`src/hw/mre_pkg.sv`:
```
// shared types and constants of the memory-reference execute unit
// assumes a 16-bit word machine with byte addresses holding the word
// address in the upper fifteen bits
`default_nettype none

package mre_pkg;

  // ==========================================================
  // widths and constants
  localparam int WORD_W        = 16;
  localparam int BYTE_W        = 8;
  localparam int BYTE_SEL_BIT  = 0;

  typedef logic [WORD_W-1:0] mre_word_t;
  typedef logic [BYTE_W-1:0] mre_byte_t;
  typedef logic [1:0]        mre_skip_t;

  localparam mre_word_t WORD_ZERO    = 16'h0000;
  localparam mre_word_t WORD_ONE     = 16'h0001;
  localparam mre_word_t WORD_MAX_POS = 16'h7FFF;
  localparam mre_byte_t BYTE_ZERO    = 8'h00;
  localparam logic      SEL_HIGH     = 1'b0;
  localparam mre_skip_t SKIP_NONE    = 2'h0;
  localparam mre_skip_t SKIP_ONE     = 2'h1;
  localparam mre_skip_t SKIP_TWO     = 2'h2;

  // ==========================================================
  // operations
  typedef enum logic [3:0] {
    op_conj,
    op_incl_or,
    op_excl_or,
    op_load_acc,
    op_load_idx,
    op_store_acc,
    op_store_idx,
    op_exchange,
    op_compare,
    op_increment_and_skip,
    op_unconditional_jump,
    op_jump_and_store_return,
    op_scan
  } mre_op_t;

  // ==========================================================
  // carriers
  typedef struct packed {
    mre_op_t   op;
    logic      byte_mode;
    logic      intr_instr;
    mre_word_t ea;
    mre_word_t a;
    mre_word_t x;
    mre_word_t ret_addr;
    mre_word_t inline_addr;
  } mre_cmd_t;

  typedef struct packed {
    logic      req;
    logic      we;
    mre_word_t addr;
    mre_word_t wdata;
  } mre_mem_req_t;

  typedef struct packed {
    logic      done;
    logic      a_we;
    mre_word_t a_val;
    logic      x_we;
    mre_word_t x_val;
    logic      p_we;
    mre_word_t p_val;
    mre_skip_t skip;
    logic      overflow_flag_set;
    logic      echo;
    logic      int_disable;
    logic      int_hold;
    logic      suspend;
  } mre_result_t;

  // ==========================================================
  // helpers
  function automatic mre_byte_t lo(input mre_word_t w);
    return w[BYTE_W-1:0];
  endfunction

  function automatic mre_byte_t hi(input mre_word_t w);
    return w[WORD_W-1:BYTE_W];
  endfunction

  function automatic mre_word_t word_addr(input mre_word_t a,
                                         input logic      is_byte);
    return is_byte ? {1'b0, a[WORD_W-1:1]} : a;
  endfunction

  // increment, jumps ignore byte mode
  function automatic logic uses_byte(input mre_op_t op,
                                     input logic    byte_mode);
    return byte_mode && (op != op_increment_and_skip) &&
           (op != op_unconditional_jump) &&
           (op != op_jump_and_store_return);
  endfunction

endpackage

`default_nettype wire

```
`src/hw/mre_byte_lane.sv`:
```
// byte extraction and byte merge for one memory word
// assumes the byte select bit comes from a byte address
`default_nettype none

module mre_byte_lane
  import mre_pkg::*;
(
  input  wire logic      sel,
  input  wire mre_word_t word,
  input  wire mre_byte_t wr_byte,
  output mre_word_t      rd_ext,
  output mre_word_t      merged
);

  // ==========================================================
  // lane select
  always_comb begin
    if (sel == SEL_HIGH) begin
      rd_ext = {BYTE_ZERO, hi(word)};
      merged = {wr_byte, lo(word)};
    end else begin
      rd_ext = {BYTE_ZERO, lo(word)};
      merged = {hi(word), wr_byte};
    end
  end

endmodule

`default_nettype wire

```
`src/hw/mre_compare.sv`:
```
// three-way signed compare of the accumulator with an operand
// assumes byte operands arrive already zero-extended
`default_nettype none

module mre_compare
  import mre_pkg::*;
(
  input  wire mre_word_t a,
  input  wire mre_word_t m,
  output mre_skip_t      skip,
  output logic           eq
);

  // ==========================================================
  // skip outcome
  always_comb begin
    eq = (a == m);
    if (eq) begin
      skip = SKIP_TWO;
    end else if ($signed(a) > $signed(m)) begin
      skip = SKIP_ONE;
    end else begin
      skip = SKIP_NONE;
    end
  end

endmodule

`default_nettype wire

```
`src/hw/mre_execute_unit.sv`:
```
// execute unit for single-word memory-reference instructions
// assumes main memory holds requests until mem_ack, with read data
// valid in the ack cycle; effective addresses come in with cmd
`default_nettype none

module mre_execute_unit
  import mre_pkg::*;
(
  input  wire logic      sys_clk,
  input  wire logic      rst,
  input  wire logic      start,
  input  wire mre_cmd_t  cmd,
  input  wire logic      irq_pending,
  input  wire logic      variant_hold_en,
  input  wire logic      mem_ack,
  input  wire mre_word_t mem_rdata,
  output mre_mem_req_t   mem,
  output mre_result_t    res,
  output logic           busy
);

  // ==========================================================
  // state
  typedef enum logic [2:0] {
    st_idle,
    st_ptr,
    st_read,
    st_scan,
    st_write
  } mre_phase_t;

  typedef struct packed {
    mre_phase_t   phase;
    mre_op_t      op;
    logic         byte_mode;
    logic         intr;
    logic         busy;
    mre_word_t    a;
    mre_word_t    x;
    mre_word_t    ret;
    mre_word_t    ea;
    mre_word_t    ptr;
    mre_word_t    opnd;
    mre_mem_req_t mem;
    mre_result_t  pend;
    mre_result_t  res;
  } mre_core_t;

  mre_core_t s_reg;
  mre_core_t s_next;

  mre_word_t scan_sum;
  mre_word_t lane_rd;
  mre_word_t lane_merged;
  mre_byte_t lane_wr;
  logic      lane_sel;
  mre_word_t opnd;
  mre_skip_t cmp_skip;
  logic      cmp_eq;

  // ==========================================================
  // operand paths
  assign scan_sum = s_reg.ptr + s_reg.x;
  assign lane_sel = (s_reg.phase == st_scan) ? scan_sum[BYTE_SEL_BIT]
                                             : s_reg.ea[BYTE_SEL_BIT];
  assign lane_wr  = (s_reg.op == op_store_idx) ? lo(s_reg.x)
                                               : lo(s_reg.a);
  assign opnd     = s_reg.byte_mode ? lane_rd : mem_rdata;

  mre_byte_lane u_lane (
    .sel     (lane_sel),
    .word    (mem_rdata),
    .wr_byte (lane_wr),
    .rd_ext  (lane_rd),
    .merged  (lane_merged)
  );

  mre_compare u_cmp (
    .a    (s_reg.a),
    .m    (opnd),
    .skip (cmp_skip),
    .eq   (cmp_eq)
  );

  // ==========================================================
  // next state
  always_comb begin
    mre_result_t r;
    logic        fin;
    logic        rd_go;
    logic        wr_go;
    logic        eb;
    mre_word_t   rd_addr;
    mre_word_t   wr_addr;
    mre_word_t   wr_data;
    mre_word_t   xdec;
    mre_word_t   sum;
    mre_word_t   psum;
    r       = '0;
    fin     = 1'b0;
    rd_go   = 1'b0;
    wr_go   = 1'b0;
    eb      = uses_byte(cmd.op, cmd.byte_mode);
    rd_addr = WORD_ZERO;
    wr_addr = s_reg.mem.addr;
    wr_data = WORD_ZERO;
    xdec    = s_reg.x - WORD_ONE;
    sum     = mem_rdata + WORD_ONE;
    psum    = mem_rdata + s_reg.x;
    s_next      = s_reg;
    s_next.res  = '0;
    unique case (s_reg.phase)
      st_idle: begin
        if (start) begin
          s_next.op        = cmd.op;
          s_next.byte_mode = eb;
          s_next.intr      = cmd.intr_instr;
          s_next.a         = cmd.a;
          s_next.x         = cmd.x;
          s_next.ea        = cmd.ea;
          s_next.busy      = 1'b1;
          s_next.ret       = cmd.intr_instr ? cmd.inline_addr
                                            : cmd.ret_addr;
          wr_addr          = cmd.ea;
          unique case (cmd.op)
            op_scan: begin
              rd_go        = 1'b1;
              rd_addr      = cmd.ea;
              s_next.phase = st_ptr;
            end
            op_unconditional_jump: begin
              r.p_we  = 1'b1;
              r.p_val = cmd.ea;
              fin     = 1'b1;
            end
            op_jump_and_store_return: begin
              wr_go         = 1'b1;
              wr_data       = s_next.ret;
              r.p_we        = 1'b1;
              r.p_val       = cmd.ea + WORD_ONE;
              r.int_disable = cmd.intr_instr;
              r.int_hold    = variant_hold_en;
            end
            op_store_acc,
            op_store_idx: begin
              if (eb) begin
                rd_go        = 1'b1;
                rd_addr      = word_addr(cmd.ea, eb);
                s_next.phase = st_read;
              end else begin
                wr_go   = 1'b1;
                wr_data = (cmd.op == op_store_idx) ? cmd.x : cmd.a;
              end
            end
            default: begin
              rd_go        = 1'b1;
              rd_addr      = word_addr(cmd.ea, eb);
              s_next.phase = st_read;
            end
          endcase
        end
      end
      st_ptr: begin
        if (mem_ack) begin
          s_next.ptr = mem_rdata;
          if (s_reg.x == WORD_ZERO) begin
            r.skip = SKIP_ONE;
            fin    = 1'b1;
          end else begin
            rd_go        = 1'b1;
            rd_addr      = word_addr(psum, s_reg.byte_mode);
            s_next.phase = st_scan;
          end
        end
      end
      st_scan: begin
        if (mem_ack) begin
          r.x_we  = 1'b1;
          r.x_val = xdec;
          s_next.opnd = opnd;
          if (cmp_eq) begin
            fin = 1'b1;
          end else if (xdec == WORD_ZERO) begin
            r.skip = SKIP_ONE;
            fin    = 1'b1;
          end else if (irq_pending) begin
            r.suspend = 1'b1;
            fin       = 1'b1;
          end else begin
            s_next.x        = xdec;
            s_next.mem.addr = word_addr(s_reg.ptr + xdec,
                                        s_reg.byte_mode);
          end
        end
      end
      st_read: begin
        if (mem_ack) begin
          s_next.opnd = opnd;
          fin         = 1'b1;
          unique case (s_reg.op)
            op_conj: begin
              r.a_we  = 1'b1;
              r.a_val = s_reg.byte_mode ?
                        {BYTE_ZERO, lo(s_reg.a) & lo(opnd)} :
                        (s_reg.a & opnd);
            end
            op_incl_or: begin
              r.a_we  = 1'b1;
              r.a_val = s_reg.byte_mode ?
                        {hi(s_reg.a), lo(s_reg.a) | lo(opnd)} :
                        (s_reg.a | opnd);
            end
            op_excl_or: begin
              r.a_we  = 1'b1;
              r.a_val = s_reg.byte_mode ?
                        {hi(s_reg.a), lo(s_reg.a) ^ lo(opnd)} :
                        (s_reg.a ^ opnd);
            end
            op_load_acc: begin
              r.a_we  = 1'b1;
              r.a_val = opnd;
            end
            op_load_idx: begin
              r.x_we  = 1'b1;
              r.x_val = opnd;
            end
            op_store_acc,
            op_store_idx: begin
              wr_go   = 1'b1;
              wr_data = lane_merged;
            end
            op_exchange: begin
              r.a_we  = 1'b1;
              r.a_val = opnd;
              wr_go   = 1'b1;
              wr_data = s_reg.byte_mode ? lane_merged : s_reg.a;
            end
            op_compare: begin
              r.skip = cmp_skip;
            end
            op_increment_and_skip: begin
              wr_go   = 1'b1;
              wr_data = sum;
              r.skip  = (sum == WORD_ZERO && !s_reg.intr) ?
                        SKIP_ONE : SKIP_NONE;
              r.echo  = (sum == WORD_ZERO) && s_reg.intr;
              r.overflow_flag_set = (mem_rdata == WORD_MAX_POS);
            end
            default: begin
            end
          endcase
        end
      end
      st_write: begin
        if (mem_ack) begin
          r   = s_reg.pend;
          fin = 1'b1;
        end
      end
      default: begin
        fin = 1'b1;
      end
    endcase
    if (rd_go) begin
      s_next.mem = '{1'b1, 1'b0, rd_addr, WORD_ZERO};
    end
    if (wr_go) begin
      fin          = 1'b0;
      s_next.pend  = r;
      s_next.mem   = '{1'b1, 1'b1, wr_addr, wr_data};
      s_next.phase = st_write;
    end
    if (fin) begin
      s_next.phase    = st_idle;
      s_next.busy     = 1'b0;
      s_next.mem      = '0;
      s_next.res      = r;
      s_next.res.done = 1'b1;
    end
  end

  always_ff @(posedge sys_clk) begin
    if (rst) begin
      s_reg <= '0;
    end else begin
      s_reg <= s_next;
    end
  end

  assign mem  = s_reg.mem;
  assign res  = s_reg.res;
  assign busy = s_reg.busy;
endmodule

`default_nettype wire

```
`config.mk`:
```
export PLATFORM = sky130hd
export DESIGN_NAME = mre_execute_unit
export DESIGN_NICKNAME = d
export VERILOG_FILES = /design/src/hw/mre_pkg.sv /design/src/hw/mre_byte_lane.sv /design/src/hw/mre_compare.sv /design/src/hw/mre_execute_unit.sv
export SDC_FILE = /design/constraint.sdc
export NUM_CORES = 1
export LEC_CHECK = 0
export CORE_MARGIN = 4
export CORE_UTILIZATION = 35
export CTS_BUF_LIST = sky130_fd_sc_hd__clkbuf_8
export DETAILED_ROUTE_END_ITERATION = 12
export DONT_BUFFER_PORTS = 1
export PLACE_DENSITY = 0.46
export SLEW_MARGIN = 0
export SYNTH_ARGS = -nofsm -noshare
export SYNTH_HDL_FRONTEND = slang
export SYNTH_SLANG_ARGS = --single-unit
```
`constraint.sdc`:
```
create_clock -name sys_clk -period 11.98 [get_ports sys_clk]
set_input_delay 2.396 -clock sys_clk [delete_from_list [all_inputs] [get_ports sys_clk]]
set_output_delay 2.396 -clock sys_clk [all_outputs]
set_load 0.1 [all_outputs]
```
; ---- Word level (Yosys, flattened, before mapping)
; Index checks and enable logic that the tools add are counted.
[totals]
ff_bits = 242
in_bits = 108
out_inout_bits = 94
word_cells = 233
[op_classes]
n_addsub = 6
magnitude_cmp = 1
n_eq_ne = 43
muxes = 102
n_bitwise = 7
reduce_logical = 33
[ops]
columns = cell, n
row1 = 16-bit 2-to-1 mux, 28
row2 = 16-bit case mux with 2 select lines, 4
row3 = 59-bit 2-to-1 mux, 2
row4 = 17-bit case mux with 2 select lines, 3
row5 = 16-bit case mux with 3 select lines, 2
row6 = 93-bit 2-to-1 mux, 1
row7 = 74-bit 2-to-1 mux, 1
row8 = 34-bit 2-to-1 mux, 2
row9 = 17-bit case mux with 4 select lines, 1
row10 = 17-bit 2-to-1 mux, 3
row11 = 17-bit case mux with 3 select lines, 1
row12 = 16-bit zero test, 3
row13 = "16-bit by 1-bit adder with 16-bit output, second input constant", 2
row14 = 16-bit adder, 2
row15 = 1-bit 2-to-1 mux, 30
row16 = "4-bit by 3-bit == test with 1-bit output, second input constant", 6
row17 = "4-bit == test, second input constant", 5
row18 = "2-bit != test, second input constant", 10
row19 = 6-bit AND reduction, 3
row20 = 16-bit bitwise AND, 1
row21 = "16-bit by 15-bit == test with 1-bit output, second input constant", 1
row22 = 16-bit == test, 1
row23 = 16-bit greater-than comparator, 1
row24 = 8-bit 2-to-1 mux, 2
row25 = other kinds (38), 77

; ---- Depth between registers and ports, before layout
[depth]
word_depth = 11
mapped_depth = 16

; ---- By module
; A second synthesis with hierarchy kept.
[unflattened]
cells_unflattened = 1834
hier_area_um2 = 14561.5
[modules_own_cells]
columns = mod, n_inst, cells_per_inst, area_each_um2
row1 = mre_execute_unit, 1, 1736, 13666.9
row2 = mre_byte_lane, 1, 36, 460.4
row3 = mre_compare, 1, 62, 434.2

; ---- Worst setup path before layout
; OpenSTA, ideal clock, no wires.
[synth_path]
path_kind = input-to-reg
start = in mem_rdata[15]
end = reg s_reg (netlist bit mem[18])
setup_ns = 0.128
arrival_ns = 4.830
t_required_ns = 11.852
path_slack_ns = 7.022
path_stages = 11
path_buffers = 2
cell_sequence = buf_1 -> nand2_1 -> ha_1 -> nor4_1 -> and2_1 -> o221ai_2 -> nor4_4 -> or4_1 -> a31o_1 -> clkbuf_1 -> nor2_1
[synth_via]
elab_chain_cells = 8
[synth_lines]
columns = item, line_no
row1 = from (decl), mre_execute_unit.sv:16  ; input wire mre_word_t mem_rdata,
row2 = 8-bit 2-to-1 mux, mre_byte_lane.sv:18  ; if (sel == SEL_HIGH) begin
row3 = 16-bit 2-to-1 mux (*), mre_execute_unit.sv:68  ; assign opnd = s_reg.byte_mode ? lane_rd : mem_rdata;
row4 = 16-bit == test (*), mre_compare.sv:17  ; eq = (a == m);
row5 = 1-bit 2-to-1 mux, mre_execute_unit.sv:181  ; if (cmp_eq) begin
row6 = 1-bit 2-to-1 mux, mre_execute_unit.sv:177  ; if (mem_ack) begin
row7 = 1-bit case mux with 4 select lines, mre_execute_unit.sv:112  ; unique case (s_reg.phase)
row8 = 1-bit 2-to-1 mux, mre_execute_unit.sv:267  ; if (wr_go) begin
row9 = 2-bit OR reduction (no source line), --
row10 = to (signal assigned), mre_execute_unit.sv:286  ; s_reg <= s_next;
row11 = to (decl), mre_execute_unit.sv:49  ; mre_core_t s_reg;
; Every way passes the cells marked *; elsewhere a longest branch is shown, timed or not.
; A chain may end at the register's enable or synchronous reset.

; ---- Worst setup path after layout
[layout_path]
start = in cmd[85] (netlist name)
end = reg s_reg (netlist bit mem[22])
[layout_via]
elab_chain_cells = 10
[layout_lines]
columns = item, line_no
row1 = from (decl), mre_execute_unit.sv:12  ; input wire mre_cmd_t cmd,
row2 = 4-bit != test, mre_pkg.sv:99  ; return byte_mode && (op != op_increment_and_skip) &&
row3 = 1-bit logical AND (2 in series), mre_pkg.sv:99
row4 = 1-bit logical AND, mre_pkg.sv:100  ; (op != op_unconditional_jump) &&
row5 = 1-bit 2-to-1 mux (tied with other cells), mre_execute_unit.sv:146  ; if (eb) begin
row6 = 1-bit case mux with 2 select lines or 16-bit case mux with 3 select lines (tied branches), mre_execute_unit.sv:125  ; unique case (cmd.op)
row7 = 1-bit 2-to-1 mux or 16-bit 2-to-1 mux (tied branches), mre_execute_unit.sv:114  ; if (start) begin
row8 = 1-bit case mux with 2 select lines or 16-bit case mux with 2 select lines (tied branches), mre_execute_unit.sv:112
row9 = 3-bit by 1-bit != test with 1-bit output (no source line) (tied with other cells), --
row10 = 7-bit AND reduction (no source line) (tied with other cells), --
; Several ways; a longest one is shown, not always the timed one. The select of a mux whose other input is x is not followed.

==> flow_summary.ini <==
[synth]
synth_top_family_by_area = compound AO/OA/AOI/OAI gates
yosys-top-cells-area = dfxtp_1 (30%), nand2_1 (6.5%), ha_1 (6.3%)
synth_fa_ha_area_share_pct = 6.566
synth-edff-count = 0
synth_commonest_cells = nand2_1 (240), dfxtp_1 (210), nor2_1 (202)
yosysTopAreaCellShare_pct = 30.14
yosys.area.top_type = dfxtp_1
syn_nets = 1979
async_reset_ff_share_pct = 0
synth_compound_area_share_pct = 24.07
yosys_warnings = 0
ys_types = 77
yosys-mux-area-fraction_pct = 4.413
avgSynthCellArea_um2 = 7.753
synth-seq-cells = 210
synthSimpleGateAreaFrac_pct = 20.35
ys.flop_type = dfxtp_1
synth_most_common_cell = nand2_1
syn_area_mm2 = 0.01395
yosysSeqAreaShare_pct = 30.14
netlist_instances = 1799
synth-xor-area-share_pct = 4.521

[floorplan]
die_w_um = 207.6
die-area_mm2 = 0.04311
io_pins = 202
initial_core_util_pct = 35.76
core-area_mm2 = 0.03901
die_y_um = 207.6
rows = 72

[global_routing]
overflow = 0
use_met1_pct = 34.26
use_met2_pct = 35.55
busiest_layer = met2
grt_pass1_vias = 12328
gr-usage-met3_pct = 5.864
antenna_found_initial = 0
grt_usage_pct = 23.74
grt_pass1_wl_um = 80280
grt_max_degree = 97

[timing]
fin_ws_ns = 6.681
slew_headroom_pct = 12.07
finalClockSkew_ns = 0.02898
rsz0062_at_grt = false
timing.final.crit_period_ns = 5.299
tightest_slew_ns = 1.314
finalSetupTns_ns = 0
finalCritPeriodShare_pct = 44.23
slew_violations = 0
final_hold_viol_count = 0
clock.fmax_mhz = 188.7
setup_viol = 0

[clocking]
cts_sinks = 210
clock_path_buffers = 3
tritoncts = done
cts_buffers = 40
cts_max_level = 2
post-cts-setup-buffer-count = 0
clock_latency_ns = 0.59
clock-root-buffer = clkbuf_8
hold_buffers = 0
clk_pin_slew_worst_paths_ns = 0.06
cts_resized = 0

[worst_setup_path]
worst_setup_path_start_kind = primary input
critPathRequiredTime_ns = 12.41
rrSetupSlack_ns = 6.69
startpoint = cmd[85]
crit_path_end_kind = flop
rr_startpoint = s_reg[216]
critPathArrivalTime_ns = 5.73
crit_type = in -> reg
cp_max_fo = 18

[routing]
drt_iter0_drc = 1403
route.detailed.drc = 0
antenna_left = 0
routed_wl_um = 53430
first_pass_iters = 6
vias_per_cell = 5.875
avgRoutedWirePerCell_um = 24.38
num_vias = 12873

[job]
maxCapViolCount = 0

[final_layout]
final_cell_count_no_fill = 2191
drive_gt1_share_pct = 6.878
largest_register_ffs = 116
utilization_pct = 37.00
syn_to_final_growth_pct = 3.480
nNetsFinal = 1825

[place]
hpwl_um = 39670
gp_congestion = 0.9351
io_buffers = 0
pre_cts_ws_ns = 6.142
place_inst = 2121

[power]
p_leak_nw = 5.390
vdd_drop_max_mv = 0.05867
p_total_mw = 1.966
power.density_mw_per_mm2 = 136.2

[hold_path]
hp-class = reg -> reg
min-delay-start = s_reg[77]

[run_status]
status = complete, no violations
[area by class of cell]
class                      instances  area (µm²)
timing repair buffer              25       187.7
clock buffer                      51       701.9
tap                              518       648.1
multi-input combinational       1321        8408
fill                            4110       24570
sequential                       210        4204
inverter                          47       176.4
antenna                            1       2.502
clock inverter                    18       105.1
[final timing paths]
path                    end  cells past startpoint
setup / recovery    mem[22]                     10
hold / removal    s_reg[77]                      2
setup reg to reg     res[5]                     13
hold reg to reg   s_reg[77]                      2
[power breakdown]
group / internal [mW] / switching (mW) / leakage, nW
logic: 0.151 / 0.275 / 3.23
registers: 0.722 / 0.0971 / 1.70
clock network: 0.402 / 0.319 / 0.463
total: 1.28 / 0.691 / 5.39
[cells by family after synthesis]
kind of cell / Yosys count
AO/OA/AOI/OAI: 491
XOR/XNOR: 72
adder cells (fa/ha/maj): 72
buffers and inverters: 268
flip-flops: 210
multiplexers: 61
AND/OR/NAND/NOR: 625
[cell usage in the layout (no fill, tap or decap), types with 18 or more instances in the layout]
| cell | n |
|---|---|
| nor3_1 | 25 |
| a222oi_1 | 29 |
| nand2_1 | 239 |
| inv_1 | 59 |
| xnor2_1 | 46 |
| nor2_1 | 201 |
| and3_1 | 28 |
| xor2_1 | 26 |
| buf_4 | 25 |
| dfxtp_1 | 210 |
| ha_1 | 70 |
| clkbuf_8 | 51 |
| nand3_1 | 42 |
| a22oi_1 | 57 |
| a211oi_1 | 43 |
| o21ai_0 | 71 |
| a21oi_1 | 135 |
| mux2i_1 | 57 |
| o22ai_1 | 25 |
| a221oi_1 | 18 |
[per-layer routing]
metal  wire length (µm)  up-vias
li1                   -     6073
met1              24810     6175
met2              22690      561
met3               4807       64
met4               1126        0
met5                  0        -
[critical path: stages]
cell and delay [ns]:
nor2b_1 0.29, nand3_1 0.72, a21oi_1 0.70, nor4_4 0.09
buf_4 0.24, or2_2 0.32, o31ai_2 0.29, o21ai_0 0.22
a211oi_1 0.38, nor4_4 0.08
[stage by stage]
step	hold slack, ns	instance area [µm²]
2_1_floorplan	0.4274	13950
3_3_place_gp	0.4322	13620
3_5_place_dp	0.4372	13620
4_1_cts	0.4453	14430
5_1_grt	0.4589	14430
6_report	0.4420	14430
Power figures use the tool's default switching activity.
